==> src/include/ims_pkg.sv <==
package ims_pkg;
  // Register offsets on the plain register port
  localparam logic [2:0] A_BUF  = 3'h0;
  localparam logic [2:0] A_CTL  = 3'h1;
  localparam logic [2:0] A_STAT = 3'h2;
  localparam logic [2:0] A_BAUD = 3'h3;
  localparam logic [2:0] A_FLAG = 3'h4;
  // sequence_control fields
  localparam int CTL_START   = 0;
  localparam int CTL_RESTART = 1;
  localparam int CTL_RECV    = 3;
  localparam int CTL_ACKST   = 6;
  // port_status fields
  localparam int STAT_BF    = 0;
  localparam int STAT_START = 3;
  // Event flag fields, write one to clear
  localparam int FLG_PIF  = 0;
  localparam int FLG_WRITE_COLLISION_FLAG = 1;
  localparam int FLG_OV   = 2;
  localparam int FLG_CIF  = 3;
  localparam int DW     = 8;
  localparam int BAUD_W = 7;
  localparam logic [BAUD_W-1:0] BAUD_RST = 7'h00;
  // Counter steps twice per instruction cycle, once per clock
  localparam int TCY_CLKS  = 2;
  localparam int WRITE_COLLISION_FLAG_TCY  = 2;
  localparam int WRITE_COLLISION_FLAG_CLKS = WRITE_COLLISION_FLAG_TCY * TCY_CLKS;
  localparam logic [3:0] BIT_LAST_RX = 4'h7;
  localparam logic [3:0] BIT_DROP    = 4'h7;
  localparam logic [3:0] BIT_ACK     = 4'h8;
  typedef enum logic [3:0] {
    S_IDLE     = 4'h0,
    S_ST_WAIT  = 4'h1,
    S_ST_HOLD  = 4'h2,
    S_RS_LOW   = 4'h3,
    S_RS_SDA   = 4'h4,
    S_RS_REL   = 4'h5,
    S_RS_HIGH  = 4'h6,
    S_RS_SDALO = 4'h7,
    S_BIT_LOW  = 4'h8,
    S_BIT_REL  = 4'h9,
    S_BIT_HIGH = 4'ha
  } ims_state_e;
endpackage

==> src/core/ims_baud.sv <==
`timescale 1ns/10ps
module ims_baud #(
  parameter int W = ims_pkg::BAUD_W
) (
  input  wire logic         ref_clk_i,
  input  wire logic         rstn_i,
  input  wire logic         ld_i,
  input  wire logic [W-1:0] reload_i,
  output logic              tmo_o
);
  logic [W-1:0] cnt_q;
  logic         act_q;

  // Counts down to zero, then stops until the next load
  always_ff @(posedge ref_clk_i or negedge rstn_i)
  begin
    if (!rstn_i)
    begin
      cnt_q <= '0;
      act_q <= 1'b0;
    end
    else if (ld_i)
    begin
      cnt_q <= reload_i;
      act_q <= 1'b1;
    end
    else if (act_q)
    begin
      if (cnt_q == '0)
        act_q <= 1'b0;
      else
        cnt_q <= cnt_q - 1'b1;
    end
  end

  assign tmo_o = act_q && (cnt_q == '0);
endmodule

==> src/core/ims_sync.sv <==
`timescale 1ns/10ps
module ims_sync #(
  parameter int W = 2
) (
  input  wire logic         ref_clk_i,
  input  wire logic         rstn_i,
  input  wire logic [W-1:0] d_i,
  output logic      [W-1:0] q_o
);
  logic [W-1:0] meta_q;

  // Lines idle high, so both stages reset high
  always_ff @(posedge ref_clk_i or negedge rstn_i)
  begin
    if (!rstn_i)
    begin
      meta_q <= '1;
      q_o    <= '1;
    end
    else
    begin
      meta_q <= d_i;
      q_o    <= meta_q;
    end
  end
endmodule

==> src/core/ims_top.sv <==
// How it works
// - Start with both lines high loads baud counter; drives data low at timeout
// - Data falling while clock high sets start-detected status bit
// - After start, reload; next timeout clears start request, data stays low
// - Lines low at start, or clock low early: collision, abort, idle
// - Buffer write during start is dropped and sets write collision
// - Sequence control low bits ignored until start or restart completes
// - Restart from idle pulls clock low, then releases data one period
// - Data high at timeout releases clock; both lines high one period
// - Data low one period with clock high, then restart clears itself
// - Restart edge sets start-detected; interrupt flag only after timeout
// - Restart request while busy has no effect
// - Restart collision: data low at clock rise, or clock drops early
// - Buffer write during restart is dropped and sets write collision
// - Buffer write sets buffer full and starts the baud counter
// - Each bit: data after clock fall, clock low then high one period
// - Eighth falling edge clears buffer full and releases data
// - Ninth bit data sampled as acknowledge status, low means acknowledged
// - After ninth clock set interrupt flag, stop counter, hold clock low
// - Write during transmit sets write collision; updates only within 2 Tcy
// - Receive request honoured only when idle
// - Receive: eight bits shifted in, buffer loaded, flags set, read clears
// - Byte completing while buffer full sets receive overflow
// - Buffer write during receive is dropped and sets write collision
// - Baud counter counts to zero and stops until reloaded
// - Released clock: counter waits until clock is sampled high
// - Any collision sets collision flag, releases lines, returns idle
//
// Our own choices: the address map and the strobed register port.
`timescale 1ns/10ps
module ims_top (
  input  wire logic                     ref_clk_i,
  input  wire logic                     rstn_i,
  input  wire logic [2:0]               addr_i,
  input  wire logic [ims_pkg::DW-1:0]   wdata_i,
  input  wire logic                     wr_i,
  input  wire logic                     rd_i,
  output logic      [ims_pkg::DW-1:0]   rdata_o,
  input  wire logic                     serial_clock_line_i,
  output logic                          serial_clock_line_o,
  output logic                          serial_clock_line_oe_o,
  input  wire logic                     serial_data_line_i,
  output logic                          serial_data_line_o,
  output logic                          serial_data_line_oe_o
);
  ims_pkg::ims_state_e         state_q;
  logic [1:0]                  lines_s;
  logic                        scl_s, sda_s, sda_p_q;
  logic                        tmo, coll, ld_q, rx_q;
  logic [3:0]                  bit_q;
  logic [ims_pkg::DW-1:0]      buf_q, shift_q;
  logic [ims_pkg::BAUD_W-1:0]  baud_reload_q;
  logic                        start_q, restart_q, rcv_q, ack_q;
  logic                        bf_q, sstart_q, pif_q, write_collision_flag_q, ov_q, cif_q;
  logic                        sda_nx_q;
  logic [2:0]                  wage_q;
  logic                        buf_wr, ctl_wr, flg_wr, tx_busy, buf_upd;
  logic [ims_pkg::DW-1:0]      flg_clr;

  ims_sync #(.W(2)) u_sync (
    .ref_clk_i (ref_clk_i),
    .rstn_i    (rstn_i),
    .d_i       ({serial_clock_line_i, serial_data_line_i}),
    .q_o       (lines_s)
  );
  assign scl_s = lines_s[1];
  assign sda_s = lines_s[0];

  ims_baud #(.W(ims_pkg::BAUD_W)) u_baud (
    .ref_clk_i (ref_clk_i),
    .rstn_i    (rstn_i),
    .ld_i      (ld_q),
    .reload_i  (baud_reload_q),
    .tmo_o     (tmo)
  );

  assign buf_wr  = wr_i && (addr_i == ims_pkg::A_BUF);
  assign ctl_wr  = wr_i && (addr_i == ims_pkg::A_CTL);
  assign flg_wr  = wr_i && (addr_i == ims_pkg::A_FLAG);
  assign flg_clr = flg_wr ? wdata_i : '0;
  assign tx_busy = !rx_q && (state_q inside {ims_pkg::S_BIT_LOW,
                   ims_pkg::S_BIT_REL, ims_pkg::S_BIT_HIGH});
  assign buf_upd = buf_wr && (state_q == ims_pkg::S_IDLE ||
                   (tx_busy && wage_q < 3'(ims_pkg::WRITE_COLLISION_FLAG_CLKS)));

  // Lines lost to another master during start or restart
  always_comb
  begin
    unique case (state_q)
      ims_pkg::S_IDLE:
        coll = ctl_wr && wdata_i[ims_pkg::CTL_START] &&
               !(scl_s && sda_s);
      ims_pkg::S_ST_WAIT:  coll = !scl_s || (tmo && !sda_s);
      ims_pkg::S_RS_SDA:   coll = tmo && !sda_s;
      ims_pkg::S_RS_REL:   coll = scl_s && !sda_s;
      ims_pkg::S_RS_HIGH:  coll = !scl_s || !sda_s;
      ims_pkg::S_RS_SDALO: coll = !scl_s;
      default:             coll = 1'b0;
    endcase
  end

  // Age of the last accepted buffer write
  always_ff @(posedge ref_clk_i or negedge rstn_i)
  begin
    if (!rstn_i)
      wage_q <= 3'h7;
    else if (buf_upd)
      wage_q <= 3'h0;
    else if (wage_q != 3'h7)
      wage_q <= wage_q + 3'h1;
  end

  // Start seen on the lines
  always_ff @(posedge ref_clk_i or negedge rstn_i)
  begin
    if (!rstn_i)
    begin
      sda_p_q  <= 1'b1;
      sstart_q <= 1'b0;
    end
    else
    begin
      sda_p_q <= sda_s;
      if (sda_p_q && !sda_s && scl_s)
        sstart_q <= 1'b1;
    end
  end

  always_ff @(posedge ref_clk_i or negedge rstn_i)
  begin
    if (!rstn_i)
      baud_reload_q <= ims_pkg::BAUD_RST;
    else if (wr_i && addr_i == ims_pkg::A_BAUD)
      baud_reload_q <= wdata_i[ims_pkg::BAUD_W-1:0];
  end

  always_ff @(posedge ref_clk_i or negedge rstn_i)
  begin
    if (!rstn_i)
      rdata_o <= '0;
    else if (rd_i)
    begin
      unique case (addr_i)
        ims_pkg::A_BUF:  rdata_o <= buf_q;
        ims_pkg::A_CTL:  rdata_o <= {1'b0, ack_q, 2'b00, rcv_q, 1'b0,
                                     restart_q, start_q};
        ims_pkg::A_STAT: rdata_o <= {4'h0, sstart_q, 2'b00, bf_q};
        ims_pkg::A_BAUD: rdata_o <= {1'b0, baud_reload_q};
        ims_pkg::A_FLAG: rdata_o <= {4'h0, cif_q, ov_q, write_collision_flag_q, pif_q};
        default:         rdata_o <= '0;
      endcase
    end
    else
      rdata_o <= '0;
  end

  assign serial_clock_line_o = 1'b0;
  assign serial_data_line_o  = 1'b0;

  // Sequencer, buffer and event flags
  always_ff @(posedge ref_clk_i or negedge rstn_i)
  begin
    if (!rstn_i)
    begin
      state_q <= ims_pkg::S_IDLE;
      serial_clock_line_oe_o <= 1'b0;
      serial_data_line_oe_o  <= 1'b0;
      ld_q <= 1'b0;  rx_q <= 1'b0;  bit_q <= 4'h0;
      buf_q <= '0;   shift_q <= '0;
      start_q <= 1'b0; restart_q <= 1'b0; rcv_q <= 1'b0; ack_q <= 1'b0;
      bf_q <= 1'b0; pif_q <= 1'b0; write_collision_flag_q <= 1'b0; ov_q <= 1'b0;
      cif_q <= 1'b0;
      sda_nx_q <= 1'b0;
    end
    else
    begin
      ld_q <= 1'b0;
      // Software clears first so a same-cycle set wins
      if (flg_clr[ims_pkg::FLG_PIF])  pif_q  <= 1'b0;
      if (flg_clr[ims_pkg::FLG_WRITE_COLLISION_FLAG]) write_collision_flag_q <= 1'b0;
      if (flg_clr[ims_pkg::FLG_OV])   ov_q   <= 1'b0;
      if (flg_clr[ims_pkg::FLG_CIF])  cif_q  <= 1'b0;
      if (rd_i && addr_i == ims_pkg::A_BUF && state_q == ims_pkg::S_IDLE)
        bf_q <= 1'b0;
      if (buf_wr && state_q != ims_pkg::S_IDLE)
        write_collision_flag_q <= 1'b1;
      if (buf_upd && tx_busy)
        buf_q <= wdata_i;
      if (coll)
      begin
        cif_q <= 1'b1;
        serial_clock_line_oe_o <= 1'b0;
        serial_data_line_oe_o  <= 1'b0;
        start_q <= 1'b0;
        restart_q <= 1'b0;
        bf_q <= 1'b0;
        state_q <= ims_pkg::S_IDLE;
      end
      else
      begin
        unique case (state_q)
          ims_pkg::S_IDLE:
            if (ctl_wr)
            begin
              if (wdata_i[ims_pkg::CTL_START])
              begin
                start_q <= 1'b1;
                ld_q <= 1'b1;
                state_q <= ims_pkg::S_ST_WAIT;
              end
              else if (wdata_i[ims_pkg::CTL_RESTART])
              begin
                restart_q <= 1'b1;
                serial_clock_line_oe_o <= 1'b1;
                state_q <= ims_pkg::S_RS_LOW;
              end
              else if (wdata_i[ims_pkg::CTL_RECV])
              begin
                rcv_q <= 1'b1; rx_q <= 1'b1; bit_q <= 4'h0;
                serial_clock_line_oe_o <= 1'b1;
                serial_data_line_oe_o  <= 1'b0;
                ld_q <= 1'b1;
                state_q <= ims_pkg::S_BIT_LOW;
              end
            end
            else if (buf_wr)
            begin
              buf_q <= wdata_i; shift_q <= wdata_i;
              bf_q <= 1'b1;
              rx_q <= 1'b0; bit_q <= 4'h0;
              serial_clock_line_oe_o <= 1'b1;
              sda_nx_q <= ~wdata_i[ims_pkg::DW-1];
              ld_q <= 1'b1;
              state_q <= ims_pkg::S_BIT_LOW;
            end
          ims_pkg::S_ST_WAIT:
            if (tmo)
            begin
              serial_data_line_oe_o <= 1'b1;
              ld_q <= 1'b1;
              state_q <= ims_pkg::S_ST_HOLD;
            end
          ims_pkg::S_ST_HOLD:
            if (tmo)
            begin
              start_q <= 1'b0;
              pif_q <= 1'b1;
              state_q <= ims_pkg::S_IDLE;
            end
          ims_pkg::S_RS_LOW:
            if (!scl_s)
            begin
              serial_data_line_oe_o <= 1'b0;
              ld_q <= 1'b1;
              state_q <= ims_pkg::S_RS_SDA;
            end
          ims_pkg::S_RS_SDA:
            if (tmo)
            begin
              serial_clock_line_oe_o <= 1'b0;
              state_q <= ims_pkg::S_RS_REL;
            end
          ims_pkg::S_RS_REL:
            if (scl_s)
            begin
              ld_q <= 1'b1;
              state_q <= ims_pkg::S_RS_HIGH;
            end
          ims_pkg::S_RS_HIGH:
            if (tmo)
            begin
              serial_data_line_oe_o <= 1'b1;
              ld_q <= 1'b1;
              state_q <= ims_pkg::S_RS_SDALO;
            end
          ims_pkg::S_RS_SDALO:
            if (tmo)
            begin
              restart_q <= 1'b0;
              pif_q <= 1'b1;
              state_q <= ims_pkg::S_IDLE;
            end
          ims_pkg::S_BIT_LOW:
          begin
            // Data moves a cycle after the clock falls, never with it
            if (!rx_q)
              serial_data_line_oe_o <= sda_nx_q;
            if (tmo)
            begin
              serial_clock_line_oe_o <= 1'b0;
              state_q <= ims_pkg::S_BIT_REL;
            end
          end
          ims_pkg::S_BIT_REL:
            if (scl_s)
            begin
              ld_q <= 1'b1;
              state_q <= ims_pkg::S_BIT_HIGH;
            end
          ims_pkg::S_BIT_HIGH:
            if (tmo)
            begin
              serial_clock_line_oe_o <= 1'b1;
              if (rx_q)
              begin
                shift_q <= {shift_q[ims_pkg::DW-2:0], sda_s};
                if (bit_q == ims_pkg::BIT_LAST_RX)
                begin
                  buf_q <= {shift_q[ims_pkg::DW-2:0], sda_s};
                  if (bf_q)
                    ov_q <= 1'b1;
                  bf_q <= 1'b1;
                  pif_q <= 1'b1;
                  rcv_q <= 1'b0;
                  state_q <= ims_pkg::S_IDLE;
                end
                else
                begin
                  bit_q <= bit_q + 4'h1;
                  ld_q <= 1'b1;
                  state_q <= ims_pkg::S_BIT_LOW;
                end
              end
              else if (bit_q == ims_pkg::BIT_ACK)
              begin
                ack_q <= sda_s;
                pif_q <= 1'b1;
                state_q <= ims_pkg::S_IDLE;
              end
              else
              begin
                if (bit_q == ims_pkg::BIT_DROP)
                begin
                  bf_q <= 1'b0;
                  sda_nx_q <= 1'b0;
                end
                else
                  sda_nx_q <= ~shift_q[ims_pkg::DW-2];
                shift_q <= {shift_q[ims_pkg::DW-2:0], 1'b0};
                bit_q <= bit_q + 4'h1;
                ld_q <= 1'b1;
                state_q <= ims_pkg::S_BIT_LOW;
              end
            end
          default:
            state_q <= ims_pkg::S_IDLE;
        endcase
      end
    end
  end

  property p_start_load;
    @(posedge ref_clk_i) disable iff (!rstn_i)
    state_q == ims_pkg::S_IDLE && ctl_wr && wdata_i[ims_pkg::CTL_START]
    && scl_s && sda_s |=> ld_q && state_q == ims_pkg::S_ST_WAIT;
  endproperty
  a_start_load: assert property (p_start_load)
    else $error("start did not load baud counter");

  property p_start_seen;
    @(posedge ref_clk_i) disable iff (!rstn_i)
    sda_p_q && !sda_s && scl_s |=> sstart_q;
  endproperty
  a_start_seen: assert property (p_start_seen)
    else $error("start condition not flagged");

  property p_start_end;
    @(posedge ref_clk_i) disable iff (!rstn_i)
    state_q == ims_pkg::S_ST_HOLD && tmo |=> !start_q
    && serial_data_line_oe_o && state_q == ims_pkg::S_IDLE;
  endproperty
  a_start_end: assert property (p_start_end)
    else $error("start did not complete with data low");

  property p_coll;
    @(posedge ref_clk_i) disable iff (!rstn_i)
    coll |=> cif_q && !serial_clock_line_oe_o && !serial_data_line_oe_o
    && state_q == ims_pkg::S_IDLE;
  endproperty
  a_coll: assert property (p_coll)
    else $error("collision did not idle the port");

  property p_write_collision_flag_seq;
    @(posedge ref_clk_i) disable iff (!rstn_i)
    buf_wr && state_q inside {[ims_pkg::S_ST_WAIT:ims_pkg::S_RS_SDALO]}
    |=> write_collision_flag_q && $stable(buf_q);
  endproperty
  a_write_collision_flag_seq: assert property (p_write_collision_flag_seq)
    else $error("buffer write during sequence not refused");

  property p_ctl_lock;
    @(posedge ref_clk_i) disable iff (!rstn_i)
    ctl_wr && state_q != ims_pkg::S_IDLE && !coll
    && (start_q || restart_q) |=> $stable(rcv_q);
  endproperty
  a_ctl_lock: assert property (p_ctl_lock)
    else $error("sequence control accepted while busy");

  property p_tx_go;
    @(posedge ref_clk_i) disable iff (!rstn_i)
    buf_wr && state_q == ims_pkg::S_IDLE && !ctl_wr
    |=> bf_q && ld_q && serial_clock_line_oe_o
    ##1 state_q == ims_pkg::S_BIT_LOW;
  endproperty
  a_tx_go: assert property (p_tx_go)
    else $error("buffer write did not start transmit");

  property p_ack;
    @(posedge ref_clk_i) disable iff (!rstn_i)
    state_q == ims_pkg::S_BIT_HIGH && !rx_q && bit_q == ims_pkg::BIT_ACK
    && tmo |=> ack_q == $past(sda_s) && pif_q && serial_clock_line_oe_o;
  endproperty
  a_ack: assert property (p_ack)
    else $error("acknowledge not captured");

  property p_pif_hold;
    @(posedge ref_clk_i) disable iff (!rstn_i)
    pif_q && !(flg_wr && wdata_i[ims_pkg::FLG_PIF]) |=> pif_q;
  endproperty
  a_pif_hold: assert property (p_pif_hold)
    else $error("interrupt flag cleared by hardware");
endmodule

==> config.mk <==
export PLATFORM = sky130hd
export DESIGN_NAME = ims_top
export DESIGN_NICKNAME = d
export VERILOG_FILES = /design/src/include/ims_pkg.sv /design/src/core/ims_baud.sv /design/src/core/ims_sync.sv /design/src/core/ims_top.sv
export SDC_FILE = /design/constraint.sdc
export NUM_CORES = 1
export LEC_CHECK = 0
export BUFFER_PORTS_ARGS = -buffer_cell sky130_fd_sc_hd__buf_2
export CORE_UTILIZATION = 35
export CTS_CLUSTER_DIAMETER = 40
export DETAILED_ROUTE_END_ITERATION = 16
export GPL_ROUTABILITY_DRIVEN = 0
export HOLD_SLACK_MARGIN = 0.03
export PLACE_DENSITY_LB_ADDON = 0.05
export SETUP_SLACK_MARGIN = 0.02
export SLEW_MARGIN = 10
export SYNTH_ARGS = -nofsm -noshare
export SYNTH_HDL_FRONTEND = slang
export SYNTH_SLANG_ARGS = --single-unit
export TNS_END_PERCENT = 5
==> constraint.sdc <==
create_clock -name ref_clk_i -period 3.5 [get_ports ref_clk_i]
set_input_delay 0.7 -clock ref_clk_i [delete_from_list [all_inputs] [get_ports ref_clk_i]]
set_output_delay 0.7 -clock ref_clk_i [all_outputs]
set_load 0.01 [all_outputs]
Word level (Yosys, flattened, before mapping)

Cells that the tools add are included.

Add/subtract/negate cells: 3
Magnitude comparators: 1
Equality and inequality tests: 62
Mux-type cells: 140
Bitwise logic cells: 4
Reduce and logical (&&, ||, !) cells: 57

Operators by type and width:

| operator             | count |
|---|---|
| $mux W4              | 28 |
| $mux W1              | 79 |
| $ne A3 B3 Y1 const B | 22 |
| $mux W8              | 8 |
| $mux W7              | 8 |
| $pmux W4 S10         | 1 |
| $pmux W8 S5          | 1 |
| $ne A2 B2 Y1 const B | 14 |
| $eq A4 B3 Y1 const B | 5 |
| $logic_and A1 B1 Y1  | 19 |
| $reduce_and A6 Y1    | 3 |
| $reduce_and A9 Y1    | 2 |
| $eq A4 B4 Y1 const B | 4 |
| $pmux W8 S2          | 1 |
| $pmux W7 S2          | 1 |
| $pmux W1 S2          | 6 |
| $reduce_bool A2 Y1   | 6 |
| $reduce_and A11 Y1   | 1 |
| $reduce_and A5 Y1    | 2 |
| $ne A3 B1 Y1 const B | 3 |
| $reduce_bool A3 Y1   | 3 |
| $eq A4 B2 Y1 const B | 2 |
| $ne A4 B4 Y1 const B | 2 |
| $pmux W4 S2          | 1 |
| other kinds (30)     | 45 |

Register bits: 69
Input port bits: 17
Output and inout port bits: 12
Logic and storage cells: 294

Longest topological paths before layout

Word-level depth: 13
Depth in mapped cells: 8
Depth with buffers taken out: 7

By module

From an unflattened synthesis, not the netlist that was laid out.

Cells, all modules: 395
Area, all modules: 3903.7 µm²

Modules (own cells, without submodules):

| module   | instances | cells an instance | area each (µm²) | sequential area each (µm²) |
|---|---|---|---|---|
| ims_top  | 1         | 335               | 3288.2          | 1431.4 |
| ims_baud | 1         | 56                | 510.5           | 200.2 |
| ims_sync | 1         | 4                 | 105.1           | 105.1 |

Least setup slack after synthesis

Ideal clock, no wire load.

Path type: input to register
Start point: in addr_i[1]
End point: reg buf_q[5] in the netlist's numbering
Library setup time: 0.126 ns
Arrival: 2.203 ns
Data required time: 3.374 ns
Path slack: 1.171 ns
Stages on the path: 6
Buffers on the path: 1
Cell sequence: buf_4 -> nor4b_4 -> nand3_2 -> mux2_2 -> mux2_2 -> a221o_1

Cells in the longest elaborated chain, start to end: 10
Elaborated cells on any way between the ends: 17
Classes of those cells: eq/ne: 1; mux: 9; reduce/logical: 7

RTL lines:

| what                 | line           | source |
|---|---|---|
| start, declared      | ims_top.sv:34  | `input wire logic [2:0] addr_i,` |
| $logic_not A3 Y1     | ims_top.sv:77  | `assign buf_wr = wr_i && (addr_i == ims_pkg::A_BUF);` |
| $logic_and A1 B1 Y1  | ims_top.sv:77  |  |
| $logic_and A1 B1 Y1  | ims_top.sv:83  | `assign buf_upd = buf_wr && (state_q == ims_pkg::S_IDLE \|\|` |
| $logic_and A1 B1 Y1  | ims_top.sv:187 | `if (buf_upd && tx_busy)` |
| $mux W8              | ims_top.sv:187 |  |
| $mux W8              | ims_top.sv:307 | `if (bit_q == ims_pkg::BIT_LAST_RX)` |
| $mux W8              | ims_top.sv:304 | `if (rx_q)` |
| $mux W8              | ims_top.sv:301 | `if (tmo)` |
| $pmux W8 S2          | ims_top.sv:201 | `unique case (state_q)` |
| $mux W8 (*)          | ims_top.sv:189 | `if (coll)` |
| end signal, assigned | ims_top.sv:188 | `buf_q <= wdata_i;` |
| end signal, assigned | ims_top.sv:228 | `buf_q <= wdata_i; shift_q <= wdata_i;` |
| end signal, assigned | ims_top.sv:309 | `buf_q <= {shift_q[ims_pkg::DW-2:0], sda_s};` |
| end, declared        | ims_top.sv:51  | `logic [ims_pkg::DW-1:0] buf_q, shift_q;` |

Every way passes the cells marked *; elsewhere a longest branch is shown, timed or not.
A chain may end at the register's enable or synchronous reset.

Final worst setup path

Start point: reg state_q[3]
End point: reg pif_q

Cells in the longest elaborated chain, start to end: 4
Elaborated cells on any way between the ends: 12
Classes of those cells: eq/ne: 7; mux: 3; reduce/logical: 2

RTL lines:

| what                                                | line                          | source |
|---|---|---|
| start, declared                                     | ims_top.sv:46                 | `ims_pkg::ims_state_e state_q;` |
| start signal, assigned                              | ims_top.sv:165                | `state_q <= ims_pkg::S_IDLE;` |
| start signal, assigned                              | ims_top.sv:197                | `state_q <= ims_pkg::S_IDLE;` |
| start signal, assigned                              | ims_top.sv:209                | `state_q <= ims_pkg::S_ST_WAIT;` |
| $eq A4 B3 Y1 / $eq A4 B2 Y1 (equally long branches) | ims_top.sv:89, ims_top.sv:201 |  |
| $reduce_or A2 Y1 (no source line)                   | --                            |  |
| $pmux W1 S2                                         | ims_top.sv:201                |  |
| $mux W1 (*)                                         | ims_top.sv:189                |  |
| end signal, assigned                                | ims_top.sv:171                | `bf_q <= 1'b0; pif_q <= 1'b0; write_collision_flag_q <= 1'b0; ov_q <= 1'b0;` |
| end signal, assigned                                | ims_top.sv:179                | `if (flg_clr[ims_pkg::FLG_PIF]) pif_q <= 1'b0;` |
| end signal, assigned                                | ims_top.sv:247                | `pif_q <= 1'b1;` |
| end, declared                                       | ims_top.sv:54                 | `logic bf_q, sstart_q, pif_q, write_collision_flag_q, ov_q, cif_q;` |

Marked as above.

==> impl_metrics.json <==
{
  "cp_max_fo": 13,
  "dr.first_iter.drc_count": 201,
  "avgSynthCellArea_sq_um": 9.22,
  "holdBufCountCts": 0,
  "p_leak_nw": 2.01,
  "ys_seq_area_share_pct": 41.9,
  "r2r_slack_ns": 0.93,
  "netlist_area_sq_um": 4150,
  "period_share_pct": 73.3,
  "slew_viol_final": 0,
  "num_vias": 3394,
  "ant_nets": 0,
  "maxSlewHeadroom_pct": 38.4,
  "min_from": "u_sync.meta_q[0]$_DFF_PN1_",
  "layout.nets": 490,
  "synth-xor-area-share_pct": 1.90,
  "peakVddDrop_v": 0.000276,
  "r2r_end": "pif_q$_DFF_PN0_",
  "dpl_worst_slack_ns": 0.753,
  "drc": 0,
  "fmax_mhz": 390,
  "synth_top_family_by_area": "simple AND/OR/NAND/NOR gates",
  "diodes": 0,
  "fp.dieArea_sq_um": 12300,
  "clock_sinks": 69,
  "synth_edf_count": 0,
  "synthCells": 450,
  "htreeDepth": 3,
  "fp-row-count": 39,
  "overflow": 0,
  "hpwl_um": 8200,
  "worstSetupStartpointType": "register",
  "tns_ns": 0,
  "switching_share_pct": 23.5,
  "clockPowerShare_pct": 50.7,
  "design_area_sq_um": 4710,
  "path_clk_slew_ns": 0.06,
  "reg2reg_from": "state_q[3]$_DFFE_PN0P_",
  "cp.required_ns": 3.70,
  "reg2reg_depth": 4,
  "final_layout_size_suffix_gt1_share_pct": 20.3,
  "placedCellCount": 599,
  "cts_root_buffer": "clkbuf_16",
  "cts_tree": "yes",
  "seq_area_sq_um": 1740,
  "path_class": "register to register",
  "tightest_slew_ns": 0.924,
  "antenna_found_initial": 0,
  "setup_slack_ns": 0.935,
  "postCtsResizedCells": 0,
  "fin_util_pct": 41.1,
  "synth_top_area_share_pct": 36.8,
  "combPwrFrac_pct": 5.4,
  "ys_seq_elements": 69,
  "grt_max_degree": 70,
  "ys.flop_type": "dfrtp_1",
  "seqPwrFrac_pct": 43.8,
  "max_cap_violations": 0,
  "yosysWarnings": 0,
  "die_h_um": 111,
  "hold_violations": 0,
  "routedWlPerCell_um": 18.9,
  "min_period_ns": 2.57,
  "crit_arrival_ns": 2.77,
  "yosys.area.top_type": "dfrtp_1",
  "synthArstFlopShare_pct": 100,
  "cp-end-kind": "register",
  "setup_violations": 0,
  "synthMuxAreaShare_pct": 8.11,
  "ys_types": 74,
  "finalNonFillerCells": 615,
  "multi_input_area_sq_um": 2240,
  "track_usage_pct": 20.4,
  "hp-class": "register to register",
  "post_cts_buffers": 0,
  "clockBufferDepth": 2,
  "start_util_pct": 36.2,
  "rsz0062_at_grt": "no",
  "power_density_nw_per_um2": 413,
  "skew_ns": 0.00760,
  "grt_pass1_vias": 3489,
  "worstHoldPathCells": 0,
  "hold_end": "u_sync.q_o[0]$_DFF_PN1_",
  "synth.area.top_cells": "dfrtp_1 (37%), nand2_1 (6.3%), mux2_2 (5.7%)",
  "pin_count": 29,
  "routed_wl_um": 11600,
  "grt_pass1_wl_um": 19400,
  "status": "complete, no violations",
  "n_fill_cell": 1150,
  "p_int_mw": 1.49,
  "synth_simple_gate_area_share_pct": 23.8,
  "synth_compound_area_share_pct": 18.2,
  "drt-vias-per-instance": 5.52,
  "place.port_buffers": 26,
  "die_x_um": 111,
  "dpl_cell_area_sq_um": 4400,
  "synthAdderAreaFrac_pct": 1.81,
  "cts_buffers": 9,
  "syn_to_final_growth_pct": 13.6,
  "core-area_sq_um": 11500,
  "firstDrtPassIters": 5,
  "worst_skew_pair.late_latency_ns": 0.35,
  "power.switching_mw": 0.457
}
[worst max path at each step]
| stage | start | cells after the start | endpoint |
|---|---|---|---|
| 2_1_floorplan | addr_i[1] | 6 | buf_q[5]$_DFF_PN0_ |
| 3_3_place_gp | addr_i[1] | 7 | buf_q[4]$_DFF_PN0_ |
| 3_5_place_dp | addr_i[1] | 7 | buf_q[3]$_DFF_PN0_ |
| 4_1_cts | state_q[3]$_DFFE_PN0P_ | 4 | pif_q$_DFF_PN0_ |
| 5_1_grt | state_q[3]$_DFFE_PN0P_ | 4 | pif_q$_DFF_PN0_ |
| 6_report | state_q[3]$_DFFE_PN0P_ | 4 | pif_q$_DFF_PN0_ |
[cells in the mapped netlist (3+ instances only)]
library cell  count
o31ai_1           5
nand3b_1          5
a31oi_1          10
and4_1            3
a21o_1            3
a21oi_1          31
nor2_1           31
o21ai_0          22
xor2_1            7
clkbuf_1         17
nand2_1          70
buf_4             3
dfrtp_1          61
o21bai_1          3
nand3_1          16
a221o_1           7
nor2b_1          10
nor3_1            4
mux2_2           21
mux2i_1          10
inv_1            11
dfstp_2           8
ha_1              6
and2_1            6
nor4bb_1          4
buf_2             8
a32oi_1           4
[power groups by stage]
stage               Combinational, mW  Clock [mW]  Sequential (mW)
global placement                0.106           0            0.868
finish                          0.105       0.987            0.853
detailed placement              0.108           0            0.868
CTS                             0.108        1.01            0.854
floorplan                      0.0637           0            0.857
global route                    0.120        1.05            0.856
[worst max-delay path, stage by stage, from the launching register on]
cell,delay (ns)
dfrtp_1,0.53
or4_1,0.72
o32ai_2,0.48
or2_1,0.53
o31ai_1,0.16
[metal layers]
| metal | GRT usage, % | wire length (um) | vias up |
|---|---|---|---|
| met3 | 3.28 | 381 | 16 |
| met2 | 31.5 | 5370 | 77 |
| met5 | 0 | 0 | - |
| met4 | 9.69 | 275 | 0 |
| met1 | 27.9 | 5610 | 1643 |
| li1 | - | - | 1658 |
[state kept, by name, summed over array words and instances (netlist names), 2 cells and up]
register / count
u_baud.cnt_q: 7
baud_reload_q: 7
u_sync.meta_q: 2
state_q: 4
u_sync.q_o: 2
wage_q: 3
shift_q: 7
bit_q: 4
rdata_o: 8
buf_q: 8
[cells in the final DEF, fill, tap and decap left out, types with 3 or more instances in the layout]
cell       count
dfstp_2        8
xor2_1         7
and4_1         3
nor2_1        31
buf_2         25
nand3b_1       5
clkbuf_16      9
dfrtp_1       61
nor3_1         4
nor2b_1       10
nand3_1       16
a31oi_1       10
mux2i_1       10
clkinv_2       3
a21oi_1       31
buf_4         10
a221o_1        7
o21bai_1       3
o21ai_0       22
mux2_2        21
o31ai_1        5
and2_1         6
inv_1         11
nor4bb_1       4
nand2_1       70
a32oi_1        4
a21o_1         3
ha_1           6
[cell families after synthesis]
group,count (synthesis)
XOR/XNOR,9
other,1
flip-flops,69
AND/OR/NAND/NOR,181
adder cells (fa/ha/maj),6
AO/OA/AOI/OAI,112
buffers and inverters,41
multiplexers,31
[layout make-up]
class	instances	area share, %
Multi-Input combinational cell	341	47.5
Sequential cell	69	36.9
Clock buffer	9	4.78
Timing Repair Buffer	35	4.25
Tap cell	143	3.80
Clock inverter	7	1.91
Inverter	11	0.876
[stage by stage]
step	hold slack [ns]	power (mW)
4_1_cts	0.356	1.97
3_3_place_gp	0.346	0.975
3_5_place_dp	0.347	0.976
6_report	0.354	1.95
2_1_floorplan	0.345	0.921
5_1_grt	0.360	2.03
(Power assumes the default switching activity.)
